`config.mk`:
```
export PLATFORM = sky130hd
export DESIGN_NAME = aavs_top
export DESIGN_NICKNAME = d
export VERILOG_FILES = /design/src/rtl/aavs_pkg.sv /design/src/rtl/aavs_accum.sv /design/src/rtl/aavs_sync.sv /design/src/rtl/aavs_top.sv
export SDC_FILE = /design/constraint.sdc
export NUM_CORES = 1
export LEC_CHECK = 0
export ABC_AREA = 1
export BUFFER_PORTS_ARGS = -buffer_cell sky130_fd_sc_hd__buf_2
export CORE_AREA = 2 2 139 141
export CTS_BUF_LIST = sky130_fd_sc_hd__clkbuf_16
export CTS_CLUSTER_DIAMETER = 50
export DETAILED_ROUTE_END_ITERATION = 10
export DIE_AREA = 0 0 141 143
export PLACE_DENSITY = 0.65
export SLEW_MARGIN = 20
export SYNTH_ARGS = -nofsm -noshare
export SYNTH_HDL_FRONTEND = slang
export SYNTH_SLANG_ARGS = --single-unit
```
`constraint.sdc`:
```
create_clock -name CLK -period 3.5 [get_ports CLK]
set_clock_uncertainty 0.2 [all_clocks]
set_input_delay 0.7 -clock CLK [delete_from_list [all_inputs] [get_ports CLK]]
set_output_delay 0.7 -clock CLK [all_outputs]
set_load 0.02 [all_outputs]
```
`src/rtl/aavs_pkg.sv`:
```
// Purpose: Shared constants and types of the converter averaging sequencer.
// Assumes: 32-bit AHB-Lite register bus, 12-bit raw samples from the converter core.
// Notes: Register map, field positions, reset values and sequencer states.
// Notes on behaviour
// RQ1 - With scanning, finish all N samples on a channel before advancing the scan offset.
// RQ2 - One software start runs all N conversions and the average, no more triggers.
// RQ3 - Optional interrupt raised only after the Nth conversion and its average complete.
// RQ4 - Unsigned averaging shifts in zeros at the top, never a copied sign bit.
// RQ5 - One event starts and completes the whole N-sample averaging run.
// RQ6 - Clearing free-running stops the ongoing run at once; partial sums may remain.
// RQ7 - After free-running, software disables then re-enables before the next conversion.
// RQ8 - Unsigned mode with offset correction saturates a negative result at zero.
// RQ9 - Disabling the converter clears the accumulator and the sample counter.
package aavs_pkg;

	localparam int SAMPLE_W = 12;
	localparam int CHAN_W = 4;
	localparam int SHIFT_W = 3;
	localparam int CNT_W = 8;
	localparam int ACC_W = SAMPLE_W + 7;

	localparam logic [7:0] OFF_CTRL = 8'h00;
	localparam logic [7:0] OFF_CFG = 8'h04;
	localparam logic [7:0] OFF_OFFS = 8'h08;
	localparam logic [7:0] OFF_STAT = 8'h0c;
	localparam logic [7:0] OFF_RES = 8'h10;

	localparam int CTRL_EN_BIT = 0;
	localparam int CTRL_START_BIT = 1;
	localparam int CTRL_FREE_BIT = 2;
	localparam int CTRL_EVT_BIT = 3;
	localparam int CTRL_SCAN_BIT = 4;
	localparam int CTRL_SIGNED_BIT = 5;
	localparam int CTRL_OFFCOR_BIT = 6;
	localparam int CTRL_IRQEN_BIT = 7;
	localparam int CTRL_W = 8;

	localparam int CFG_SHIFT_LSB = 0;
	localparam int CFG_BASE_LSB = 8;
	localparam int CFG_SCAN_LSB = 12;
	localparam int CFG_W = 16;

	localparam int STAT_BUSY_BIT = 0;
	localparam int STAT_DONE_BIT = 1;
	localparam int STAT_CHAN_LSB = 8;
	localparam int STAT_CNT_LSB = 16;

	localparam logic [CTRL_W-1:0] CTRL_RST = 8'h00;
	localparam logic [CFG_W-1:0] CFG_RST = 16'h0000;
	localparam logic [SAMPLE_W-1:0] OFFS_RST = 12'h000;
	localparam logic [SAMPLE_W-1:0] RES_RST = 12'h000;

	localparam logic [1:0] HTRANS_NONSEQ = 2'h2;
	localparam logic HRESP_OKAY = 1'b0;

	typedef enum logic [1:0] {ST_IDLE, ST_REQ, ST_WAIT, ST_AVG} aavs_state_e;

endpackage

```
`src/rtl/aavs_accum.sv`:
```
// Purpose: Sample accumulator and averaging shifter.
// Assumes: Up to 128 samples of SAMPLE_W bits per run.
// Notes: Clear has priority over add; average is a combinational view of the sum.
`timescale 1ns/1ps
module aavs_accum
	import aavs_pkg::*;
#(
	parameter int DATA_W = SAMPLE_W,
	parameter int SUM_W = ACC_W
) (
	input wire logic clk,
	input wire logic rst_b,
	input wire logic clr,
	input wire logic add,
	input wire logic signed_mode,
	input wire logic [SHIFT_W-1:0] shift,
	input wire logic [DATA_W-1:0] sample,
	output logic [DATA_W-1:0] avg
);

	logic [SUM_W-1:0] acc_ff;
	logic [SUM_W-1:0] ext_sample;
	logic [SUM_W-1:0] shifted;

	always_comb begin
		if (signed_mode) begin
			ext_sample = {{(SUM_W-DATA_W){sample[DATA_W-1]}}, sample};
			shifted = SUM_W'($signed(acc_ff) >>> shift);
		end else begin
			// Logical shift keeps the top bits clear for large unsigned sums
			ext_sample = {{(SUM_W-DATA_W){1'b0}}, sample};
			shifted = acc_ff >> shift; // RQ4
		end
	end

	always_ff @(posedge clk or negedge rst_b) begin
		if (!rst_b) begin
			acc_ff <= '0;
		end else if (clr) begin
			acc_ff <= '0;
		end else if (add) begin
			acc_ff <= SUM_W'(acc_ff + ext_sample);
		end
	end

	assign avg = shifted[DATA_W-1:0];

endmodule

```
`src/rtl/aavs_sync.sv`:
```
// Purpose: Three-stage synchroniser with agreement filter for the event trigger.
// Assumes: Input may come from any clock domain.
// Notes: Output level changes only when stages two and three agree.
`timescale 1ns/1ps
module aavs_sync
	import aavs_pkg::*;
(
	input wire logic clk,
	input wire logic rst_b,
	input wire logic async_in,
	output logic level_out,
	output logic rise_out
);

	logic s1_ff;
	logic s2_ff;
	logic s3_ff;
	logic level_ff;

	always_ff @(posedge clk or negedge rst_b) begin
		if (!rst_b) begin
			s1_ff <= 1'b0;
			s2_ff <= 1'b0;
			s3_ff <= 1'b0;
		end else begin
			s1_ff <= async_in;
			s2_ff <= s1_ff;
			s3_ff <= s2_ff;
		end
	end

	always_ff @(posedge clk or negedge rst_b) begin
		if (!rst_b) begin
			level_ff <= 1'b0;
		end else if (s2_ff == s3_ff) begin
			level_ff <= s3_ff;
		end
	end

	assign level_out = level_ff;
	assign rise_out = (s2_ff == s3_ff) && s3_ff && !level_ff;

endmodule

```
`src/rtl/aavs_top.sv`:
```
// Purpose: Averaging and correction sequencer in front of the converter core.
// Assumes: Core takes a one-cycle start and answers with a one-cycle done plus data.
// Notes: Registers on AHB-Lite, zero wait states, always OKAY.
//
// Our own choices: the register addresses and the AHB-Lite interface to the registers.
`timescale 1ns/1ps
module aavs_top
	import aavs_pkg::*;
(
	input wire logic CLK,
	input wire logic RST_B,
	input wire logic HSEL,
	input wire logic [31:0] HADDR,
	input wire logic [1:0] HTRANS,
	input wire logic HWRITE,
	input wire logic [2:0] HSIZE,
	input wire logic [31:0] HWDATA,
	input wire logic HREADY,
	output logic [31:0] HRDATA,
	output logic HREADYOUT,
	output logic HRESP,
	input wire logic EVT_TRIG,
	output logic CONV_START,
	output logic [CHAN_W-1:0] CONV_CHAN,
	input wire logic CONV_DONE,
	input wire logic [SAMPLE_W-1:0] CONV_DATA,
	output logic AVG_DONE_IRQ
);

	function automatic logic [SAMPLE_W-1:0] correct(
		input logic [SAMPLE_W-1:0] val,
		input logic [SAMPLE_W-1:0] offs,
		input logic cor_en,
		input logic signed_mode
	);
		logic [SAMPLE_W-1:0] res;
		res = val;
		if (cor_en) begin
			if (!signed_mode && (val < offs)) begin
				res = '0; // RQ8
			end else begin
				res = SAMPLE_W'(val - offs);
			end
		end
		return res;
	endfunction

	logic ph_valid_ff;
	logic ph_write_ff;
	logic [7:0] ph_addr_ff;
	logic [31:0] hrdata_ff;
	logic [CTRL_W-1:0] ctrl_ff;
	logic [CFG_W-1:0] cfg_ff;
	logic [SAMPLE_W-1:0] offs_ff;
	logic [SAMPLE_W-1:0] result_ff;
	logic done_ff;
	logic free_prev_ff;
	aavs_state_e state_ff;
	logic [CNT_W-1:0] samp_cnt_ff;
	logic [CHAN_W-1:0] scan_idx_ff;
	logic [CHAN_W-1:0] nxt_scan_idx;
	logic [CHAN_W-1:0] chan_ff;

	logic addr_take;
	logic wr_en;
	logic sw_start;
	logic done_clr;
	logic en;
	logic free_run;
	logic evt_rise;
	logic trigger;
	logic free_abort;
	logic sample_in;
	logic last_sample;
	logic more_chan;
	logic acc_clr;
	logic [SHIFT_W-1:0] shift;
	logic [CHAN_W-1:0] chan_base;
	logic [CHAN_W-1:0] scan_last;
	logic [CNT_W-1:0] n_last;
	logic [SAMPLE_W-1:0] avg;
	logic [31:0] rd_mux;

	// Bus slave
	assign addr_take = HSEL && HREADY && (HTRANS == HTRANS_NONSEQ);
	assign wr_en = ph_valid_ff && ph_write_ff;
	assign HREADYOUT = 1'b1;
	assign HRESP = HRESP_OKAY;
	assign HRDATA = hrdata_ff;

	always_ff @(posedge CLK or negedge RST_B) begin
		if (!RST_B) begin
			ph_valid_ff <= 1'b0;
			ph_write_ff <= 1'b0;
			ph_addr_ff <= 8'h00;
		end else if (HREADY) begin
			ph_valid_ff <= addr_take;
			ph_write_ff <= HWRITE;
			ph_addr_ff <= HADDR[7:0];
		end
	end

	always_comb begin
		rd_mux = 32'h0000_0000;
		if (HADDR[7:0] == OFF_CTRL) begin
			rd_mux[CTRL_W-1:0] = ctrl_ff;
		end else if (HADDR[7:0] == OFF_CFG) begin
			rd_mux[CFG_W-1:0] = cfg_ff;
		end else if (HADDR[7:0] == OFF_OFFS) begin
			rd_mux[SAMPLE_W-1:0] = offs_ff;
		end else if (HADDR[7:0] == OFF_STAT) begin
			rd_mux[STAT_BUSY_BIT] = (state_ff != ST_IDLE);
			rd_mux[STAT_DONE_BIT] = done_ff;
			rd_mux[STAT_CHAN_LSB +: CHAN_W] = chan_ff;
			rd_mux[STAT_CNT_LSB +: CNT_W] = samp_cnt_ff;
		end else if (HADDR[7:0] == OFF_RES) begin
			rd_mux[SAMPLE_W-1:0] = result_ff;
		end
	end

	always_ff @(posedge CLK or negedge RST_B) begin
		if (!RST_B) begin
			hrdata_ff <= 32'h0000_0000;
		end else if (addr_take && !HWRITE) begin
			hrdata_ff <= rd_mux;
		end
	end

	// Control registers; the start bit is a strobe and is never stored
	assign sw_start = wr_en && (ph_addr_ff == OFF_CTRL) && HWDATA[CTRL_START_BIT];
	assign done_clr = wr_en && (ph_addr_ff == OFF_STAT) && HWDATA[STAT_DONE_BIT];

	always_ff @(posedge CLK or negedge RST_B) begin
		if (!RST_B) begin
			ctrl_ff <= CTRL_RST;
		end else if (wr_en && (ph_addr_ff == OFF_CTRL)) begin
			ctrl_ff <= HWDATA[CTRL_W-1:0] & ~(CTRL_W'(1) << CTRL_START_BIT);
		end
	end

	always_ff @(posedge CLK or negedge RST_B) begin
		if (!RST_B) begin
			cfg_ff <= CFG_RST;
		end else if (wr_en && (ph_addr_ff == OFF_CFG)) begin
			cfg_ff <= HWDATA[CFG_W-1:0];
		end
	end

	always_ff @(posedge CLK or negedge RST_B) begin
		if (!RST_B) begin
			offs_ff <= OFFS_RST;
		end else if (wr_en && (ph_addr_ff == OFF_OFFS)) begin
			offs_ff <= HWDATA[SAMPLE_W-1:0];
		end
	end

	assign en = ctrl_ff[CTRL_EN_BIT];
	assign free_run = ctrl_ff[CTRL_FREE_BIT];
	assign shift = cfg_ff[CFG_SHIFT_LSB +: SHIFT_W];
	assign chan_base = cfg_ff[CFG_BASE_LSB +: CHAN_W];
	assign scan_last = ctrl_ff[CTRL_SCAN_BIT] ? cfg_ff[CFG_SCAN_LSB +: CHAN_W] : '0;
	assign n_last = CNT_W'((CNT_W'(1) << shift) - CNT_W'(1));

	aavs_sync u_evt_sync (
		.clk(CLK),
		.rst_b(RST_B),
		.async_in(EVT_TRIG),
		.level_out(),
		.rise_out(evt_rise)
	);

	// Triggers arriving while a run is busy are dropped, not queued
	assign trigger = sw_start || (ctrl_ff[CTRL_EVT_BIT] && evt_rise) || free_run;

	always_ff @(posedge CLK or negedge RST_B) begin
		if (!RST_B) begin
			free_prev_ff <= 1'b0;
		end else begin
			free_prev_ff <= free_run;
		end
	end

	// Abort leaves partial sums behind; software flushes them with a disable
	assign free_abort = free_prev_ff && !free_run && (state_ff != ST_IDLE); // RQ6 RQ7
	assign sample_in = (state_ff == ST_WAIT) && CONV_DONE;
	assign last_sample = (samp_cnt_ff == n_last);
	assign more_chan = (scan_idx_ff != scan_last);

	always_ff @(posedge CLK or negedge RST_B) begin
		if (!RST_B) begin
			state_ff <= ST_IDLE;
		end else if (!en) begin
			state_ff <= ST_IDLE;
		end else if (free_abort) begin
			state_ff <= ST_IDLE; // RQ6
		end else begin
			case (state_ff)
				ST_IDLE: begin
					if (trigger) begin
						state_ff <= ST_REQ; // RQ2 RQ5
					end
				end
				ST_REQ: begin
					state_ff <= ST_WAIT;
				end
				ST_WAIT: begin
					if (sample_in) begin
						state_ff <= last_sample ? ST_AVG : ST_REQ; // RQ2 RQ5
					end
				end
				ST_AVG: begin
					if (more_chan || free_run) begin
						state_ff <= ST_REQ;
					end else begin
						state_ff <= ST_IDLE;
					end
				end
				default: begin
					state_ff <= ST_IDLE;
				end
			endcase
		end
	end

	always_ff @(posedge CLK or negedge RST_B) begin
		if (!RST_B) begin
			samp_cnt_ff <= '0;
		end else if (!en) begin
			samp_cnt_ff <= '0; // RQ9
		end else if (sample_in && !free_abort) begin
			samp_cnt_ff <= last_sample ? '0 : CNT_W'(samp_cnt_ff + CNT_W'(1));
		end
	end

	// Scan offset moves only once the channel's average is out
	always_comb begin
		nxt_scan_idx = scan_idx_ff;
		if (!en || (state_ff == ST_IDLE)) begin
			nxt_scan_idx = '0;
		end else if ((state_ff == ST_AVG) && !free_abort) begin
			nxt_scan_idx = more_chan ? CHAN_W'(scan_idx_ff + CHAN_W'(1)) : '0; // RQ1
		end
	end

	always_ff @(posedge CLK or negedge RST_B) begin
		if (!RST_B) begin
			scan_idx_ff <= '0;
		end else begin
			scan_idx_ff <= nxt_scan_idx;
		end
	end

	// Channel follows the next index, so the first start of a new
	// channel already carries that channel and not the previous one
	always_ff @(posedge CLK or negedge RST_B) begin
		if (!RST_B) begin
			chan_ff <= '0;
		end else begin
			chan_ff <= CHAN_W'(chan_base + nxt_scan_idx); // RQ1
		end
	end

	assign CONV_START = (state_ff == ST_REQ) && en && !free_abort;
	assign CONV_CHAN = chan_ff;

	assign acc_clr = !en || (state_ff == ST_AVG); // RQ9
	aavs_accum u_accum (
		.clk(CLK),
		.rst_b(RST_B),
		.clr(acc_clr),
		.add(sample_in && en && !free_abort),
		.signed_mode(ctrl_ff[CTRL_SIGNED_BIT]),
		.shift(shift),
		.sample(CONV_DATA),
		.avg(avg)
	);

	always_ff @(posedge CLK or negedge RST_B) begin
		if (!RST_B) begin
			result_ff <= RES_RST;
		end else if (en && (state_ff == ST_AVG) && !free_abort) begin
			result_ff <= correct(avg, offs_ff, ctrl_ff[CTRL_OFFCOR_BIT],
				ctrl_ff[CTRL_SIGNED_BIT]); // RQ8
		end
	end

	// Completion wins over a clear in the same cycle
	always_ff @(posedge CLK or negedge RST_B) begin
		if (!RST_B) begin
			done_ff <= 1'b0;
		end else if (en && (state_ff == ST_AVG) && !free_abort) begin
			done_ff <= 1'b1; // RQ3
		end else if (done_clr) begin
			done_ff <= 1'b0;
		end
	end

	always_ff @(posedge CLK or negedge RST_B) begin
		if (!RST_B) begin
			AVG_DONE_IRQ <= 1'b0;
		end else begin
			AVG_DONE_IRQ <= done_ff && ctrl_ff[CTRL_IRQEN_BIT]; // RQ3
		end
	end

endmodule

```
==> metrics.yaml <==
outcome: "finished clean"
post-synth-top-count-cell: "nand2_1"
antenna_found_initial: 0
p_per_area_nw_per_um2: 628
crit_path_end_kind: "flop"
yosysWarnings: 0
pin_count: 128
max_freq_ghz: 0.315
numCtsBuffers: 17
hold_viol: 0
setup_viol: 0
port_buffers: 74
cp-start-kind: "flop"
yosysTopAreaCell: "dfrtp_1"
relSlewSlack_pct: 46.1
first_pass_iters: 5
tightest_slew_ns: 0.806
grt_usage_pct: 22.8
clock_path_buffers: 2
synth_area_leaders: "dfrtp_1, nand2_1, inv_1"
crit_slowest_cell: "dfrtp_2"
hold_class: "in -> async"
die_y_um: 143
synth_compound_area_share_pct: 13.3
worstPathMaxFanout: 16
cp_cell_sequence: "buf_4 > nor2_2 > a21oi_1 > nand3_1 > nand2_1 > ha_1 > fa_1 > inv_1 > nand3_1 > nand2_2 > nand2_1 > nand2_1 > nand2_1 > a21oi_2 > buf_4 > nand2_1 > a21boi_1"
root_buffer: "clkbuf_16"
row_count: 50
die_x_um: 141
vias: 7686
synthDistinctLibCells: 48
first_global_vias: 7389
syn_area_um2: 8310
dp_hpwl_mm: 16.6
min_period_ns: 3.18
drive_gt1_share_pct: 11.5
nets: 1388
final.setup.tns_ns: 0
async_reset_ff_share_pct: 100
grt_max_degree: 68
wirelength_mm: 21.8
area_growth_syn_to_layout_pct: 14.0
synth_top_family_by_area: "simple AND/OR/NAND/NOR gates"
ir_worst_vdd_v: 0.000379
place.gp.congestion: 0.895
avgSynthCellArea_um2: 7.01
max-cap-violations: 0
cts_tree: "yes"
drtAntennaViolNets: 0
post_cts_buffers: 0
final_min_period_over_clock_period_pct: 90.8
grt_overflow_total: 0
drv_slew: 0
yosys_register_bits: 125
pre_cts_slack_ns: 0.256
die_area_um2: 20200
arrival_ns: 3.33
start_util_pct: 44.7
synth_xor_xnor_area_share_pct: 2.21
cp_slowest_stage_delay_ns: 0.50
rsz0062_at_grt: "no"
clock_sinks: 125
power_w: 0.00595
drt_iter0_drc: 566
htreeDepth: 4
design.core.area_um2: 18600
synth_common_cells: "nand2_1, inv_1, dfrtp_1"
yosys.area.top_type_share_pct: 37.7
antenna_cells: 0
post_drt_wl_per_cell_um: 14.4
crit_top_cell: "nand2_1"
drc: 0
grt_first_pass_wirelength_mm: 36.5
clk_latency_ns: 0.42
synth_flop_cell: "dfrtp_1"
p_leak_nw: 5.25
netlist_instances: 1185
synth_edf_count: 0
yosys-mux-area-fraction_pct: 0.136
setup_ws_ns: 0.322
clk_pin_slew_worst_paths_ns: 0.06
ys_seq_area_share_pct: 37.7
synthAdderAreaFrac_pct: 6.30
synthSimpleGateAreaFrac_pct: 30.0
vias_per_cell: 5.10
critPathRequiredTime_ns: 3.65
critPathKind: "reg -> reg"
## what timing repair did
| item | CTS | global route |
|---|---|---|
| hold buffers | 0 | 0 |
| gates resized for setup | 0 | 1 |
| setup endpoints to repair | 0 | 11 |
## registers in the layout, summed over array words and instances (netlist names)
name	count
scan_idx_ff	4
ph_addr_ff	8
cfg_ff	16
ph_write_ff	1
u_evt_sync.s2_ff	1
u_evt_sync.s1_ff	1
result_ff	12
u_evt_sync.s3_ff	1
state_ff	2
CONV_CHAN	4
done_ff	1
u_accum.acc_ff	19
ctrl_ff	7
samp_cnt_ff	8
ph_valid_ff	1
offs_ff	12
HRDATA	24
AVG_DONE_IRQ	1
free_prev_ff	1
u_evt_sync.level_out	1
## cell type report
type                       instances  area (um^2)
clock buffer                      17          425
clock inverter                    15          160
fill                            1812         9110
inverter                         166          623
multi-input combinational        863         4350
sequential                       125         3130
tap                              234          293
timing repair buffer              87          483
## cell families after synthesis
family	count (synthesis)
xor gates and xnor gates	21
AOI/OAI and AO/OA	200
and+or+nand+nor	591
DFF	125
buffers and inverters	205
adders and majority gates	40
other	2
muxes	1
## power by group
part           total, W  switching [W]  internal, W
clock network   0.00177       0.000709      0.00106
logic           0.00225        0.00143     0.000817
registers       0.00193       0.000218      0.00171
## critical path: cells and delay by family (launching register included)
kind / cells / cell delay [ns]
compound gates: 3 / 0.39
fa+ha+maj: 2 / 0.61
buf+inv: 3 / 0.48
flops: 1 / 0.50
simple gates: 9 / 0.92
## layout by cell type (no fill, tap or decap), drive strengths merged, types with 2 or more instances in the layout
master / count
xnor2: 8
nand2: 388
o21ai: 104
o22ai: 6
inv: 172
nor4: 3
o21bai: 4
fa: 3
nor3: 7
o211ai: 3
or2: 3
conb: 10
bufinv: 2
a22o: 2
clkinv: 6
and2: 3
xor2: 13
buf: 87
dfrtp: 125
nand3b: 6
o31ai: 8
a21oi: 55
ha: 37
nand3: 82
clkbuf: 17
nand4: 12
nor2: 85
a21boi: 12
## per-layer routing
layer / up-vias / share of wire, % / GRT usage, %
li1: 3938 / - / -
met1: 3559 / 49 / 31.0
met2: 173 / 46 / 38.2
met3: 16 / 4.2 / 4.19
met4: 0 / 1.0 / 5.32
met5: - / 0 / 0
## metrics by stage
stage                     hold WS (ns)  util, %  instance area [um^2]  instances
after floorplan                  0.131        -                  8340       1193
after global routing             0.120     51.0                  9470       1507
after detailed placement         0.136     47.8                  8880       1475
final                           0.0775     51.0                  9470       1507
after global placement           0.132     47.8                  8880       1475
after CTS                        0.101     50.9                  9460       1507
## final timing paths
path                             startpoint               end  slack (ns)  depth (start not counted)
max                               cfg_ff[0]      result_ff[4]        0.32                         17
min                                   RST_B    samp_cnt_ff[2]        0.08                          1
max reg2reg                       cfg_ff[0]      result_ff[4]        0.32                         17
min reg2reg                u_evt_sync.s1_ff  u_evt_sync.s2_ff        0.15                          0
max in group asynchronous             RST_B       state_ff[0]        2.08                          3
min in group CLK           u_evt_sync.s1_ff  u_evt_sync.s2_ff        0.15                          0
(Power assumes the default switching activity.)
